### config.mk
export PLATFORM = sky130hd
export DESIGN_NAME = irc_sel
export DESIGN_NICKNAME = d
export VERILOG_FILES = /design/src/irc_pkg.sv /design/src/irc_sel.sv
export SDC_FILE = /design/constraint.sdc
export NUM_CORES = 1
export LEC_CHECK = 0
export BUFFER_PORTS_ARGS = -buffer_cell sky130_fd_sc_hd__buf_2
export CAP_MARGIN = 20
export CELL_PAD_IN_SITES_DETAIL_PLACEMENT = 1
export CELL_PAD_IN_SITES_GLOBAL_PLACEMENT = 1
export CORE_MARGIN = 5
export CORE_UTILIZATION = 45
export CTS_CLUSTER_DIAMETER = 60
export DETAILED_ROUTE_END_ITERATION = 10
export PLACE_DENSITY_LB_ADDON = 0.1
export SLEW_MARGIN = 30
export SYNTH_ARGS = -nofsm -noshare
export SYNTH_HDL_FRONTEND = slang
export SYNTH_SLANG_ARGS = --single-unit
export TNS_END_PERCENT = 5
### constraint.sdc
create_clock -name i_core_clk -period 49.8 [get_ports i_core_clk]
set_input_delay 4.98 -clock i_core_clk [delete_from_list [all_inputs] [get_ports i_core_clk]]
set_output_delay 4.98 -clock i_core_clk [all_outputs]
set_load 0.05 [all_outputs]
### src/irc_pkg.sv
// Constants for the internal RC clock selection block
package irc_pkg;
  // ----------------------------------------------------------------
  // Current clock source selection codes
  // ----------------------------------------------------------------
  localparam logic [2:0] SEL_FAST_RC      = 3'h1;
  localparam logic [2:0] SEL_PRIMARY_PLL  = 3'h7;
  localparam logic [2:0] SEL_LOW_POWER_RC = 3'h5;
  // ----------------------------------------------------------------
  // Primary mode configuration codes for the fast RC with PLL, and the multipliers they give
  // ----------------------------------------------------------------
  localparam logic [4:0] PM_FAST_RC_X4    = 5'h05;
  localparam logic [4:0] PM_FAST_RC_X8    = 5'h06;
  localparam logic [4:0] PM_FAST_RC_X16   = 5'h07;
  localparam logic [4:0] PLL_MULT_NONE    = 5'h00;
  localparam logic [4:0] PLL_MULT_X4      = 5'h04;
  localparam logic [4:0] PLL_MULT_X8      = 5'h08;
  localparam logic [4:0] PLL_MULT_X16     = 5'h10;
  // ----------------------------------------------------------------
  // Trim field
  // ----------------------------------------------------------------
  localparam int         TRIM_LSB         = 0;
  localparam int         TRIM_W           = 4;
  localparam logic [3:0] TRIM_RESET       = 4'h0;
  localparam int         TRIM_STEP_PERMIL = 15;
  localparam int         FAST_RC_NOM_KHZ  = 7370;
  localparam int         X16_LIMIT_KHZ    = 7500;
  // ----------------------------------------------------------------
  // Low-power RC sequencing states
  // ----------------------------------------------------------------
  typedef enum logic [1:0] {
    LP_POR_HOLD = 2'b01,
    LP_RUN      = 2'b10
  } irc_lp_state_t;
endpackage : irc_pkg

### src/irc_sel.sv
// Internal RC clock source selection, trim and low-power RC keep-alive
`timescale 1ns/1ns
// What this block does
// - Code 001 selects fast RC system clock
// - Four-bit writable trim, 1.5 percent steps
// - Trim is two's complement, zero is centre
// - Code 111 plus modes 5-7 give x4/x8/x16
// - Low-power RC clocks timers and monitors
// - Power-on reset forces low-power RC on
// - After timer, keep-alive conditions hold it on
// - No keep-alive at expiry switches it off
// - Second pin function follows primary mode only
// - First pin never released for general I/O
module irc_sel (
  input  wire logic                      i_core_clk,
  input  wire logic                      i_sys_rst,
  input  wire logic                      i_por_event,
  input  wire logic                      i_pwrup_expired,
  input  wire logic                      i_fail_monitor_en,
  input  wire logic                      i_watchdog_en,
  input  wire logic [2:0]                i_current_clock_source_sel,
  input  wire logic [4:0]                i_primary_mode_config,
  input  wire logic                      i_trim_wr,
  input  wire logic [irc_pkg::TRIM_W-1:0] i_trim_wdata,
  output logic                           o_sysclk_from_fast_rc,
  output logic                           o_pll_en,
  output logic [4:0]                     o_pll_mult,
  output logic [irc_pkg::TRIM_W-1:0]     o_rc_trim_reg,
  output logic signed [7:0]              o_trim_offset_permil,
  output logic                           o_x16_trim_too_high,
  output logic                           o_low_power_internal_rc_en,
  output logic                           o_timers_on_low_power_rc,
  output logic [4:0]                     o_osc_pin_two_mode,
  output logic                           o_osc_pin_one_gpio_en
);
  import irc_pkg::*;

  // ----------------------------------------------------------------
  // Elaboration checks
  // ----------------------------------------------------------------
  // The trim helpers below are written for a four-bit code only
  if (TRIM_W != 4) begin : g_trim_width_check
    $error("trim field must be four bits wide");
  end

  // ----------------------------------------------------------------
  // Helper functions
  // ----------------------------------------------------------------
  function automatic logic [4:0] pll_mult_of(input logic [2:0] sel, input logic [4:0] pm);
    logic [4:0] m;
    m = PLL_MULT_NONE;
    if (sel == SEL_PRIMARY_PLL) begin
      if (pm == PM_FAST_RC_X4) begin
        m = PLL_MULT_X4;
      end else if (pm == PM_FAST_RC_X8) begin
        m = PLL_MULT_X8;
      end else if (pm == PM_FAST_RC_X16) begin
        m = PLL_MULT_X16;
      end
    end
    return m;
  endfunction : pll_mult_of

  // Two's complement trim code times the step, in tenths of a percent
  function automatic logic signed [7:0] trim_permil(input logic [3:0] code);
    logic signed [7:0] s;
    s = 8'(signed'(code));
    return 8'(int'(s) * TRIM_STEP_PERMIL);
  endfunction : trim_permil

  // Frequency estimate only; the real step is uncharacterised
  function automatic logic trim_exceeds_x16(input logic [3:0] code);
    int f_khz;
    f_khz = FAST_RC_NOM_KHZ * (1000 + int'(trim_permil(code))) / 1000;
    return (f_khz > X16_LIMIT_KHZ);
  endfunction : trim_exceeds_x16

  // ----------------------------------------------------------------
  // State
  // ----------------------------------------------------------------
  typedef struct packed {
    irc_lp_state_t     lp_state;
    logic [3:0]        trim;
    logic              fast_rc_sel;
    logic              pll_en;
    logic [4:0]        pll_mult;
    logic signed [7:0] trim_off;
    logic              x16_high;
    logic              lp_rc_en;
    logic [4:0]        pin_two_mode;
  } irc_state_t;

  irc_state_t st;
  irc_state_t next_st;
  logic       keep_alive;

  // ----------------------------------------------------------------
  // Next state
  // ----------------------------------------------------------------
  always_comb begin
    next_st = st;
    keep_alive = i_fail_monitor_en | i_watchdog_en
               | (i_current_clock_source_sel == SEL_LOW_POWER_RC);
    next_st.fast_rc_sel = (i_current_clock_source_sel == SEL_FAST_RC);
    next_st.pll_mult = pll_mult_of(i_current_clock_source_sel, i_primary_mode_config);
    next_st.pll_en = (next_st.pll_mult != PLL_MULT_NONE);
    if (i_trim_wr) begin
      next_st.trim = i_trim_wdata;
    end
    next_st.trim_off = trim_permil(next_st.trim);
    // Flag only; keeping the x16 input in range is up to software
    next_st.x16_high = (next_st.pll_mult == PLL_MULT_X16) & trim_exceeds_x16(next_st.trim);
    // Pin two follows the primary mode alone, never the runtime selection
    next_st.pin_two_mode = i_primary_mode_config;
    case (st.lp_state)
      LP_POR_HOLD: begin
        next_st.lp_rc_en = 1'b1;
        if (i_pwrup_expired) begin
          next_st.lp_state = LP_RUN;
          next_st.lp_rc_en = keep_alive;
        end
      end
      LP_RUN: begin
        next_st.lp_rc_en = keep_alive;
      end
      default: begin
        next_st.lp_state = LP_POR_HOLD;
        next_st.lp_rc_en = 1'b1;
      end
    endcase
    // A power-on event outranks a trim write landing in the same cycle
    if (i_por_event) begin
      next_st.lp_state = LP_POR_HOLD;
      next_st.lp_rc_en = 1'b1;
      next_st.trim = TRIM_RESET;
      next_st.trim_off = 8'sh00;
      next_st.x16_high = 1'b0;
    end
  end

  always_ff @(posedge i_core_clk or posedge i_sys_rst) begin
    if (i_sys_rst) begin
      st.lp_state <= LP_POR_HOLD;
      st.trim <= TRIM_RESET;
      st.fast_rc_sel <= 1'b0;
      st.pll_en <= 1'b0;
      st.pll_mult <= PLL_MULT_NONE;
      st.trim_off <= 8'sh00;
      st.x16_high <= 1'b0;
      st.lp_rc_en <= 1'b1;
      st.pin_two_mode <= 5'h00;
    end else begin
      st <= next_st;
    end
  end

  // ----------------------------------------------------------------
  // Outputs
  // ----------------------------------------------------------------
  assign o_sysclk_from_fast_rc = st.fast_rc_sel;
  assign o_pll_en              = st.pll_en;
  assign o_pll_mult            = st.pll_mult;
  assign o_rc_trim_reg         = st.trim;
  assign o_trim_offset_permil  = st.trim_off;
  assign o_x16_trim_too_high   = st.x16_high;
  assign o_low_power_internal_rc_en = st.lp_rc_en;
  // Timers and monitors always run from the low-power RC
  assign o_timers_on_low_power_rc = 1'b1;
  assign o_osc_pin_two_mode    = st.pin_two_mode;
  // Pin one stays with the oscillator, whatever source is selected
  assign o_osc_pin_one_gpio_en = 1'b0;

  // ----------------------------------------------------------------
  // Assertions
  // ----------------------------------------------------------------
  property p_fast_rc_sel;
    @(posedge i_core_clk) disable iff (i_sys_rst)
      ##1 (o_sysclk_from_fast_rc == ($past(i_current_clock_source_sel) == 3'h1));
  endproperty
  a_fast_rc_sel: assert property (p_fast_rc_sel) else $error("fast RC select wrong");

  property p_trim_write;
    @(posedge i_core_clk) disable iff (i_sys_rst)
      (i_trim_wr && !i_por_event) |=> (o_rc_trim_reg == $past(i_trim_wdata));
  endproperty
  a_trim_write: assert property (p_trim_write) else $error("trim write lost");

  property p_trim_hold;
    @(posedge i_core_clk) disable iff (i_sys_rst)
      (!i_trim_wr && !i_por_event) |=> $stable(o_rc_trim_reg);
  endproperty
  a_trim_hold: assert property (p_trim_hold) else $error("trim changed without write");

  property p_trim_signed;
    @(posedge i_core_clk) disable iff (i_sys_rst)
      (o_rc_trim_reg == 4'h8) |-> (o_trim_offset_permil == 8'sh88);
  endproperty
  a_trim_signed: assert property (p_trim_signed) else $error("trim code 1000 not -12.0");

  property p_trim_top;
    @(posedge i_core_clk) disable iff (i_sys_rst)
      (o_rc_trim_reg == 4'h7) |-> (o_trim_offset_permil == 8'sh69);
  endproperty
  a_trim_top: assert property (p_trim_top) else $error("trim code 0111 not +10.5");

  property p_pll_x16;
    @(posedge i_core_clk) disable iff (i_sys_rst)
      (i_current_clock_source_sel == 3'h7 && i_primary_mode_config == 5'h07)
        |=> (o_pll_mult == 5'h10 && o_pll_en);
  endproperty
  a_pll_x16: assert property (p_pll_x16) else $error("x16 multiplier not applied");

  property p_pll_off;
    @(posedge i_core_clk) disable iff (i_sys_rst)
      (i_current_clock_source_sel != 3'h7) |=> (!o_pll_en && o_pll_mult == 5'h00);
  endproperty
  a_pll_off: assert property (p_pll_off) else $error("PLL multiplier without code 111");

  property p_por_lp_rc;
    @(posedge i_core_clk) disable iff (i_sys_rst)
      i_por_event |=> (o_low_power_internal_rc_en && o_rc_trim_reg == TRIM_RESET);
  endproperty
  a_por_lp_rc: assert property (p_por_lp_rc) else $error("power-on reset left RC off");

  property p_hold_until_expiry;
    @(posedge i_core_clk) disable iff (i_sys_rst)
      (st.lp_state == LP_POR_HOLD && !i_pwrup_expired) |=> o_low_power_internal_rc_en;
  endproperty
  a_hold_until_expiry: assert property (p_hold_until_expiry)
    else $error("low-power RC off before expiry");

  property p_keep_alive;
    @(posedge i_core_clk) disable iff (i_sys_rst)
      (st.lp_state == LP_RUN && !i_por_event && i_watchdog_en) |=> o_low_power_internal_rc_en;
  endproperty
  a_keep_alive: assert property (p_keep_alive) else $error("RC stopped with watchdog on");

  property p_expiry_off;
    @(posedge i_core_clk) disable iff (i_sys_rst)
      (i_pwrup_expired && !i_por_event && !i_watchdog_en && !i_fail_monitor_en
        && i_current_clock_source_sel != 3'h5) |=> !o_low_power_internal_rc_en;
  endproperty
  a_expiry_off: assert property (p_expiry_off) else $error("RC left on without need");

  property p_pin_two;
    @(posedge i_core_clk) disable iff (i_sys_rst)
      ##1 (o_osc_pin_two_mode == $past(i_primary_mode_config));
  endproperty
  a_pin_two: assert property (p_pin_two) else $error("pin two mode not from primary mode");

  property p_pin_one;
    @(posedge i_core_clk) disable iff (i_sys_rst)
      !o_osc_pin_one_gpio_en && o_timers_on_low_power_rc;
  endproperty
  a_pin_one: assert property (p_pin_one) else $error("pin one freed or timer clock moved");

  property p_pll_x4;
    @(posedge i_core_clk) disable iff (i_sys_rst)
      (i_current_clock_source_sel == SEL_PRIMARY_PLL && i_primary_mode_config == PM_FAST_RC_X4)
        |=> (o_pll_mult == PLL_MULT_X4 && o_pll_en);
  endproperty
  a_pll_x4: assert property (p_pll_x4) else $error("x4 multiplier not applied");

  property p_pll_x8;
    @(posedge i_core_clk) disable iff (i_sys_rst)
      (i_current_clock_source_sel == SEL_PRIMARY_PLL && i_primary_mode_config == PM_FAST_RC_X8)
        |=> (o_pll_mult == PLL_MULT_X8 && o_pll_en);
  endproperty
  a_pll_x8: assert property (p_pll_x8) else $error("x8 multiplier not applied");

  property p_keep_monitor;
    @(posedge i_core_clk) disable iff (i_sys_rst)
      (st.lp_state == LP_RUN && !i_por_event && i_fail_monitor_en)
        |=> o_low_power_internal_rc_en;
  endproperty
  a_keep_monitor: assert property (p_keep_monitor) else $error("RC off, monitor on");

  property p_keep_selected;
    @(posedge i_core_clk) disable iff (i_sys_rst)
      (st.lp_state == LP_RUN && !i_por_event && i_current_clock_source_sel == SEL_LOW_POWER_RC)
        |=> o_low_power_internal_rc_en;
  endproperty
  a_keep_selected: assert property (p_keep_selected) else $error("RC off while selected");

  property p_flag_needs_x16;
    @(posedge i_core_clk) disable iff (i_sys_rst)
      o_x16_trim_too_high |-> (o_pll_mult == PLL_MULT_X16);
  endproperty
  a_flag_needs_x16: assert property (p_flag_needs_x16) else $error("trim flag without x16");

  property p_trim_centre;
    @(posedge i_core_clk) disable iff (i_sys_rst)
      (o_rc_trim_reg == TRIM_RESET) |-> (o_trim_offset_permil == 8'sh00);
  endproperty
  a_trim_centre: assert property (p_trim_centre) else $error("centre code not zero");

  property p_trim_minus_one;
    @(posedge i_core_clk) disable iff (i_sys_rst)
      (o_rc_trim_reg == 4'hf) |-> (o_trim_offset_permil == 8'shf1);
  endproperty
  a_trim_minus_one: assert property (p_trim_minus_one) else $error("code 1111 not -1.5");

  property p_por_trim;
    @(posedge i_core_clk) disable iff (i_sys_rst)
      (i_por_event && i_trim_wr) |=> (o_rc_trim_reg == TRIM_RESET);
  endproperty
  a_por_trim: assert property (p_por_trim) else $error("write beat power-on event");

  property p_fast_rc_no_pll;
    @(posedge i_core_clk) disable iff (i_sys_rst)
      o_sysclk_from_fast_rc |-> !o_pll_en;
  endproperty
  a_fast_rc_no_pll: assert property (p_fast_rc_no_pll) else $error("fast RC with PLL");

endmodule : irc_sel

# Word level (Yosys, flattened, before mapping)
# Cells that the tools add are included.
[word_totals]
regBits = 28
latchBits = 0
mem_bits_rw = 0
romBits = 0
inputBits = 19
output_inout_bits = 28
elab_cells = 41
n_memories = 0
[op_classes]
addsub = 1
n_mul = 2
div = 1
magnitude_cmp = 1
eq_ne = 11
shifts = 0
n_mux = 11
n_bitwise = 3
n_reduce_logical = 2
[op_table]
columns = ["cell", "count"]
rows = [
  ["$div 32x11->32 const B", 1],
  ["$gt 32x14->1 const B", 1],
  ["$mul 13x12->25 const A", 1],
  ["$mux 5", 4],
  ["$eq 5x3->1 const B", 3],
  ["$add 11x8->12 const A", 1],
  ["$mux 10", 1],
  ["$mul 4x5->8 const B", 1],
  ["$eq 3x3->1 const B", 2],
  ["$mux 6", 1],
  ["$eq 5x5->1 const B", 1],
  ["$reduce_bool 5->1", 1],
  ["$mux 4", 1],
  ["$pmux 2 s2", 1],
  ["$eq 3x1->1 const B", 1],
  ["$ne 3x3->1 const B", 1],
  ["$eq 2x1->1 const B", 1],
  ["$eq 2x2->1 const B", 1],
  ["$mux 2", 1],
  ["$ne 2x2->1 const B", 1],
  ["$or 1x1->1", 2],
  ["$pmux 1 s2", 1],
  ["$reduce_and 2->1", 1],
  ["$and 1x1->1", 1],
  ["$mux 1", 1],
]

# Longest topological paths before layout
# Gate-level depths: netlist of the first run.
[logic_depth]
word_depth = 8
depth_mapped = 114
mapped_depth_nobuf = 95

# Least setup slack after synthesis of the first run
# No wires, ideal clock.
[synth_path]
path_kind = "input to register"
start = "input port i_trim_wr"
end = "register st (netlist bit o_x16_trim_too_high)"
setup_time_ns = 0.122
arrival_time_ns = 30.410
t_required_ns = 49.678
path_slack_ns = 19.268
path_stages = 105
n_path_buf = 14
path_cell_list = "buf_2 mux2i_1 clkbuf_1 ha_1 inv_1 ha_1 inv_1 fa_1 inv_1 ha_1 inv_1 fa_1 inv_1 ha_1 xnor2_1 ha_1 xor2_1 fa_1 [69 not listed] a31oi_1 nor3b_1 mux2_1 or4b_1 a31o_1 buf_4 a211oi_1 o221ai_1 nor2_1 and4bb_1 ha_1 nand2_1 nor2_1 or4_1 mux2_1 a221oi_1 o211ai_1 a2111oi_1"
[synth_rtl]
columns = ["item", "line", "text"]
rows = [
  ["start: declaration", "irc_sel.sv:23", "input wire logic i_trim_wr,"],
  ["end signal: assignment", "irc_sel.sv:153", "st <= next_st;"],
  ["end: declaration", "irc_sel.sv:93", "irc_state_t st;"],
]

==> reports/metrics.yaml, run 1 <==
setup_path:
  cp_top_family: "simple AND/OR/NAND/NOR gates"
  critical_path_class: "in -> reg"
  slowest_delay_ns: 0.79
  crit_fanout: 22
  arrival_ns: 37.66
  cpMaxStageDelayCell: "a211oi_4"
  worst_ep_required_time_ns: 49.96
  reg2reg_slack_ns: 16.93
  end_kind: "flop"
  path_buf_inv: 9
  cp-start-kind: "primary input"
timing:
  max_freq_mhz: 26.7
  clock_skew_ns: 0.0138
  min_period_over_period_pct: 75.3
  hold_viol: 0
  finalCriticalPeriod_ns: 37.50
  tns_ns: 0
  setup_viol: 0
  maxSlewHeadroom_pct: 33.4
  rsz0062_at_grt: "false"
  slew_viol_final: 0
  worst_pin_slew_ns: 0.993
floorplan:
  fp.dieW_um: 195
  start_util_pct: 45.2
  coreArea_um2: 34300
  die_height_um: 195
  row_count: 68
  pin_count: 47
  die_area_um2: 38200
placed_design:
  hpwl_um: 49600
  port_buffers: 42
  gp_congestion: 0.941
final_layout:
  fin_nets: 2241
  area_delta_synth_final_pct: 3.09
  final_cell_mix: "nand2_1 (197), nor2_1 (188), xnor2_1 (138)"
  drive_above_1_share_pct: 10.8
  final_common_cell: "nand2_1"
  largest_register_ffs: 8
  diodes: 0
detailed_routing:
  drc: 0
  vias_per_cell: 6.63
  drt_wl_total_um: 60000
  drt_pass1_iterations: 6
  drt_iter0_drc: 1289
  postRouteAntennaNets: 0
  vias: 16900
  routedWlPerCell_um: 23.6
logic_synthesis:
  synthCells: 2132
  syn_area_um2: 15500
  yosysWarnings: 0
  synth_sequential_area_ratio_pct: 4.06
  synth_edf_count: 0
  async_flop_share_pct: 100
  syn_area_per_cell_um2: 7.26
  yosysUniqueCellTypes: 138
  ys_ff_latch: 25
  synth_ff_type: "dfrtp_1"
grt:
  grt_pass1_vias: 17000
  grt.total_usage_pct: 30.1
  antenna_found_initial: 0
  grt_max_degree: 36
  grt_pass1_wl_um: 95500
  overflow: 0
cts:
  cts_root_buf: "clkbuf_16"
  cts_made_buffers: 3
  postCtsSetupRepairBufs: 0
  postCtsHoldBufs: 0
  clk_pin_slew_ns: 0.08
  clk-insertion-delay-late_ns: 0.28
  cts_tree: "built"
  clkSinkCount: 25
  cts.repair.resized: 0
  cts-htree-levels: 1
  cts_max_path_buffers: 2
min_path:
  hold_class: "reg -> reg"
flow_run:
  cap_violations: 0
outcome:
  status: "completed"
[area by class of cell]
cell class                 instances  area (µm²)
timing repair buffer              69         408
inverter                         101         382
tap                              455         569
fill                            4403       18300
multi-input combinational       1891       13900
clock buffer                       3        75.1
sequential                        25         628
clock inverter                     1        7.51
[path summary, 6_finish.rpt]
path / endpoint / startpoint / depth (start not counted)
max in group asynchronous: o_rc_trim_reg[1] / i_sys_rst / 2
max reg2reg: o_x16_trim_too_high / o_rc_trim_reg[2] / 91
max: o_x16_trim_too_high / i_trim_wr / 92
min in group asynchronous: o_osc_pin_two_mode[3] / i_sys_rst / 2
min reg2reg: st[27] / st[27] / 2
min: st[27] / st[27] / 2
[Yosys cell counts (all sizes together) (45+ instances only)]
| library cell | count | area share, % |
|---|---|---|
| xnor2 | 145 | 8.4 |
| o21ai | 105 | 3.6 |
| nor4 | 45 | 2.3 |
| nand2 | 198 | 4.8 |
| nor2 | 192 | 4.7 |
| inv | 101 | 2.5 |
| ha | 96 | 7.8 |
| xor2 | 59 | 3.4 |
| a21oi | 115 | 4.0 |
| nor3 | 89 | 2.9 |
| buf | 62 | 2.8 |
| nand3 | 77 | 2.5 |
| clkbuf | 55 | 1.3 |
[metal layers]
layer	part of all wire [%]	wire [µm]	GRT usage, %	vias up
li1	-	-	-	7931
met5	0	0	0	-
met3	5.4	3240	4.24	114
met1	45	27300	41.0	8330
met4	3.3	1990	9.15	0
met2	46	27500	49.5	503
[logic make-up after synthesis]
kind of cell | share of synthesized area (%)
AOI/OAI and AO/OA | 32.1
xor gates and xnor gates | 12.0
muxes | 4.00
and+or+nand+nor | 28.8
other | 0.0485
adders and majority gates | 12.4
DFF | 4.06
buffers and inverters | 6.64
[worst min-delay path: stages, from the launching register on]
cell and delay [ns]:
dfrtp_1 0.40, inv_1 0.09, a211oi_1 0.07
[stage by stage]
| stage | worst slack (ns) | hold WS [ns] | cell area [µm²] | util, % | instances |
|---|---|---|---|---|---|
| floorplan | 19.27 | 0.519 | 15500 | - | 2134 |
| global placement | 12.43 | 0.554 | 15800 | 46.2 | 2539 |
| detailed placement | 12.45 | 0.575 | 15900 | 46.3 | 2541 |
| CTS | 12.69 | 0.590 | 16000 | 46.5 | 2545 |
| global route | 10.21 | 0.617 | 16000 | 46.6 | 2545 |
| finish | 12.30 | 0.592 | 16000 | 46.6 | 2545 |
Power of run 1 is not shown: default switching activity piles up to over one toggle a cycle in this logic, so the estimate is an artifact.
==> inputs of run 2 (changes only) <==
clock period = 38.6 ns   (was 49.8 ns; I/O delays follow)
==> run 2 against run 1 <==
Hold slack got worse by 0.0017 ns. Critical path depth rose by 3. Routed wire length rose by 0.28%. Clock-buffer cell count did not move. Design area barely moved. Sequential cell count did not move. Register-to-register slack got worse by 11 ns. Die area did not move. Critical path type unchanged. Critical endpoint unchanged. Largest cell class unchanged. Highest routed layer unchanged.
==> reports/metrics.yaml, run 2 (synthesis results as in run 1) <==
grt:
  grt.total_usage_pct: 30.0  # -0.17 points
  grt_pass1_vias: 16900  # -0.35%
  antenna_found_initial: 0  # unchanged
  gr-max-usage-layer: "met2"
  grt_use_met3_pct: 3.74  # -0.50 points
  use_met1_pct: 40.8  # -0.15 points
  overflow: 0  # unchanged
  met2_usage_pct: 49.9  # +0.38 points
  grt_max_degree: 36  # unchanged
  grt_pass1_wl_um: 94800  # -0.68%
timing:
  clock_skew_ns: 0.0133  # -0.000563 ns
  hold_viol: 0  # unchanged
  max_freq_mhz: 27.5
  worst_pin_slew_ns: 1.04  # +0.0477 ns
  rsz0062_at_grt: "false"
  hold_ws_ns: 0.590  # -0.00166 ns
  maxSlewHeadroom_pct: 30.1  # -3.3 points
  finalCriticalPeriod_ns: 36.34
  tns_ns: 0  # unchanged
  slew_viol_final: 0  # unchanged
  min_period_over_period_pct: 94.1
  setup_viol: 0  # unchanged
setup_path:
  worst_ep_required_time_ns: 38.77  # -11.19 ns
  cp-start-kind: "primary input"
  path_buf_inv: 11  # +2
  crit_fanout: 26  # +18%
  end_kind: "flop"
  critical_path_class: "in -> reg"
  arrival_ns: 36.51  # -1.15 ns
  cp_top_family: "compound AO/OA/AOI/OAI gates"
  slowest_delay_ns: 0.79  # about the same
  cpMaxStageDelayCell: "nor4_1"
floorplan:
  coreArea_um2: 34300  # unchanged
  die_area_um2: 38200  # unchanged
  fp.dieW_um: 195  # unchanged
  start_util_pct: 45.2  # unchanged
  row_count: 68  # unchanged
  die_height_um: 195  # unchanged
  pin_count: 47  # unchanged
detailed_routing:
  postRouteAntennaNets: 0  # unchanged
  drc: 0  # unchanged
  vias_per_cell: 6.68  # +0.79%
  vias: 17000  # +0.79%
  drt_wl_total_um: 60200  # +0.28%
  drt_pass1_iterations: 5  # -1
  drt_iter0_drc: 1304  # +1.2%
  routedWlPerCell_um: 23.6  # +0.28%
cts:
  cts_made_buffers: 3  # unchanged
  clk_pin_slew_ns: 0.08  # about the same
  cts_tree: "built"
  clkSinkCount: 25  # unchanged
  clk-insertion-delay-late_ns: 0.29  # about the same
  cts-htree-levels: 1  # unchanged
  postCtsHoldBufs: 0  # unchanged
  cts.repair.resized: 0  # unchanged
  cts_max_path_buffers: 2  # unchanged
  cts_root_buf: "clkbuf_16"
  postCtsSetupRepairBufs: 0  # unchanged
min_path:
  hold_class: "reg -> reg"
placed_design:
  dpl.cell_count: 2541  # unchanged
  port_buffers: 42  # unchanged
  post_dp_cell_area_um2: 15900  # unchanged
  gp_congestion: 0.940  # about the same
  hpwl_um: 49700  # +0.17%
final_layout:
  final_cell_mix: "nand2_1 (197), nor2_1 (188), xnor2_1 (139)"
  largest_register_ffs: 8  # unchanged
  instances_no_fill: 2545  # unchanged
  area_delta_synth_final_pct: 3.17  # about the same
  stdcell_area_um2: 16000  # about the same
  fin_nets: 2241  # unchanged
  nFillCells: 4406  # +0.068%
  final_common_cell: "nand2_1"
  drive_above_1_share_pct: 10.8  # +0.048 points
  diodes: 0  # unchanged
outcome:
  status: "completed"
flow_run:
  cap_violations: 0  # unchanged
==> run 2: final cells by class <==
cell class / count / area [µm²] / area share (%)
multi-input cells: 1891 / 13900 / 87.0
clock buffers: 3 / 75.1 / 0.470
clock inverters: 1 / 7.51 / 0.0470
repair buffers: 69 / 408 / 2.55
inverters: 101 / 382 / 2.39
well taps: 455 / 569 / 3.56
flip-flops and latches: 25 / 628 / 3.93
==> run 2: tightest hold or removal path, stage by stage (launching register included) <==
cell and delay [ns]:
dfrtp_1 0.40, inv_1 0.08, a211oi_1 0.06
==> run 2: final timing paths <==
check | slack (ns) | depth (start not counted) | start | to
max | 2.26 | 95 | i_trim_wr | o_x16_trim_too_high
min | 0.59 | 2 | st[27] | st[27]
max reg2reg | 5.76 | 94 | o_rc_trim_reg[2] | o_x16_trim_too_high
min reg2reg | 0.59 | 2 | st[27] | st[27]
max in group asynchronous | 34.54 | 2 | i_sys_rst | o_rc_trim_reg[1]
min in group asynchronous | 3.64 | 2 | i_sys_rst | o_osc_pin_two_mode[0]
==> run 2: layer usage <==
layer,wire length (µm),up-vias
li1,-,7931
met1,27100,8450
met2,27800,511
met3,3430,120
met4,1860,0
met5,0,-
==> run 2: through the flow <==
stage | setup slack (ns) | util (%)
floorplan | 9.19 | -
global placement | 2.35 | 46.2
detailed placement | 2.44 | 46.3
CTS | 2.72 | 46.5
global route | 0.309 | 46.6
finish | 2.26 | 46.6
Power of run 2 is left out for the same reason.
==> inputs of run 3 (changes only) <==
PLACE_DENSITY = 0.8   (was unset)
PLACE_DENSITY_LB_ADDON = unset   (was 0.1)
==> run 3 against run 2 <==
Hold slack is essentially flat. Final cell count shrank 0.20%. Global-route usage shrank 1.0 points. Non-clock buffer count shrank 5. Maximum frequency grew 0.20%. Sequential share of layout area is essentially flat. Critical path type unchanged. Largest cell class unchanged.
==> reports/metrics.yaml, run 3 (synthesis results as in run 1) <==
outcome:
  status: "completed"
timing:
  hold_ws_ns: 0.590  # +0.0000930 ns
  min_period_over_period_pct: 94.0  # -0.19 points
  maxSlewHeadroom_pct: 34.5  # +4.4 points
  setup_viol: 0  # unchanged
  worst_pin_slew_ns: 0.975  # -0.0657 ns
  max_freq_mhz: 27.6  # +0.20%
  slew_viol_final: 0  # unchanged
  hold_viol: 0  # unchanged
  tns_ns: 0  # unchanged
  rsz0062_at_grt: "false"
  clock_skew_ns: 0.00787  # -0.00541 ns
  finalCriticalPeriod_ns: 36.27  # -0.0727 ns
cts:
  cts_made_buffers: 3  # unchanged
  cts_root_buf: "clkbuf_16"
  clk_pin_slew_ns: 0.08  # about the same
  postCtsHoldBufs: 0  # unchanged
  cts.repair.resized: 0  # unchanged
  cts_max_path_buffers: 2  # unchanged
  postCtsSetupRepairBufs: 0  # unchanged
  clkSinkCount: 25  # unchanged
  cts-htree-levels: 1  # unchanged
  cts_tree: "built"
  clk-insertion-delay-late_ns: 0.28  # about the same
placed_design:
  port_buffers: 42  # unchanged
  post_dp_cell_area_um2: 15800  # -0.33%
  gp_congestion: 0.964  # +2.5%
  dpl.cell_count: 2536  # -0.20%
  hpwl_um: 47600  # -4.2%
final_layout:
  largest_register_ffs: 8  # unchanged
  fin_nets: 2236  # -0.22%
  stdcell_area_um2: 15900  # -0.18%
  final_cell_mix: "nand2_1 (197), nor2_1 (189), xnor2_1 (139)"
  diodes: 0  # unchanged
  area_delta_synth_final_pct: 2.98
  nFillCells: 4374  # -0.73%
  instances_no_fill: 2540  # -0.20%
  drive_above_1_share_pct: 10.6  # -0.17 points
  final_common_cell: "nand2_1"
detailed_routing:
  drc: 0  # unchanged
  vias_per_cell: 6.76  # +1.1%
  drt_wl_total_um: 58100  # -3.4%
  vias: 17200  # +0.89%
  postRouteAntennaNets: 0  # unchanged
  drt_iter0_drc: 1266  # -2.9%
  routedWlPerCell_um: 22.9  # -3.2%
  drt_pass1_iterations: 7  # +2
setup_path:
  cpMaxStageDelayCell: "nor4_1"
  worst_ep_required_time_ns: 38.76  # about the same
  cp_top_family: "simple AND/OR/NAND/NOR gates"
  end_kind: "flop"
  slowest_delay_ns: 0.82  # +0.03 ns
  path_buf_inv: 10  # -1
  critical_path_class: "in -> reg"
  crit_fanout: 27  # +3.8%
  cp-start-kind: "primary input"
  arrival_ns: 36.43  # -0.08 ns
grt:
  grt.total_usage_pct: 28.9  # -1.0 points
  grt_pass1_wl_um: 93600  # -1.2%
  grt_max_degree: 28  # -22%
  antenna_found_initial: 0  # unchanged
  grt_pass1_vias: 17200  # +1.7%
  overflow: 0  # unchanged
floorplan:
  row_count: 68  # unchanged
  fp.dieW_um: 195  # unchanged
  die_height_um: 195  # unchanged
  start_util_pct: 45.2  # unchanged
  die_area_um2: 38200  # unchanged
  pin_count: 47  # unchanged
  coreArea_um2: 34300  # unchanged
flow_run:
  cap_violations: 0  # unchanged
min_path:
  hold_class: "reg -> reg"
-- run 3: worst paths after layout --
path	from	cells past startpoint	end	slack, ns
setup / recovery	i_trim_wr	92	o_x16_trim_too_high	2.33
hold / removal	st[27]	2	st[27]	0.59
setup reg to reg	o_rc_trim_reg[2]	91	o_x16_trim_too_high	5.83
hold reg to reg	st[27]	2	st[27]	0.59
max in group asynchronous	i_sys_rst	2	o_trim_offset_permil[2]	34.58
min in group asynchronous	i_sys_rst	2	o_trim_offset_permil[0]	3.64
-- run 3: area by class of cell --
class	instances	area [µm²]	share of cell area, %
Timing Repair Buffer	64	375	2.35
Multi-Input combinational cell	1891	13900	87.2
Clock inverter	1	7.51	0.0471
Tap cell	455	569	3.57
Clock buffer	3	75.1	0.471
Sequential cell	25	628	3.94
Inverter	101	382	2.39
-- run 3: worst reg2reg max path: cells and delay by family (launching register included) --
kind / cells / cell delay (ns)
buffers and inverters: 9 / 0.96
XOR/XNOR: 3 / 1.24
flip-flops: 1 / 0.37
multiplexers: 5 / 2.43
AO/OA/AOI/OAI: 31 / 10.31
adder cells (fa/ha/maj): 12 / 4.50
AND/OR/NAND/NOR: 31 / 12.83
-- run 3: stage by stage --
stage / setup slack [ns] / utilization [%]
6_report: 2.33 / 46.5
5_1_grt: 0.194 / 46.5
4_1_cts: 2.88 / 46.4
3_5_place_dp: 2.67 / 46.1
3_3_place_gp: 3.62 / 46.1
2_1_floorplan: 9.19 / -
-- run 3: layer usage --
| layer | wire (µm) | vias to the layer above | track usage [%] |
|---|---|---|---|
| met4 | 2370 | 0 | 10.2 |
| met5 | 0 | - | 0 |
| li1 | - | 7924 | - |
| met2 | 27000 | 549 | 48.8 |
| met1 | 25800 | 8537 | 38.6 |
| met3 | 2990 | 153 | 2.67 |
Power of run 3 is left out for the same reason.
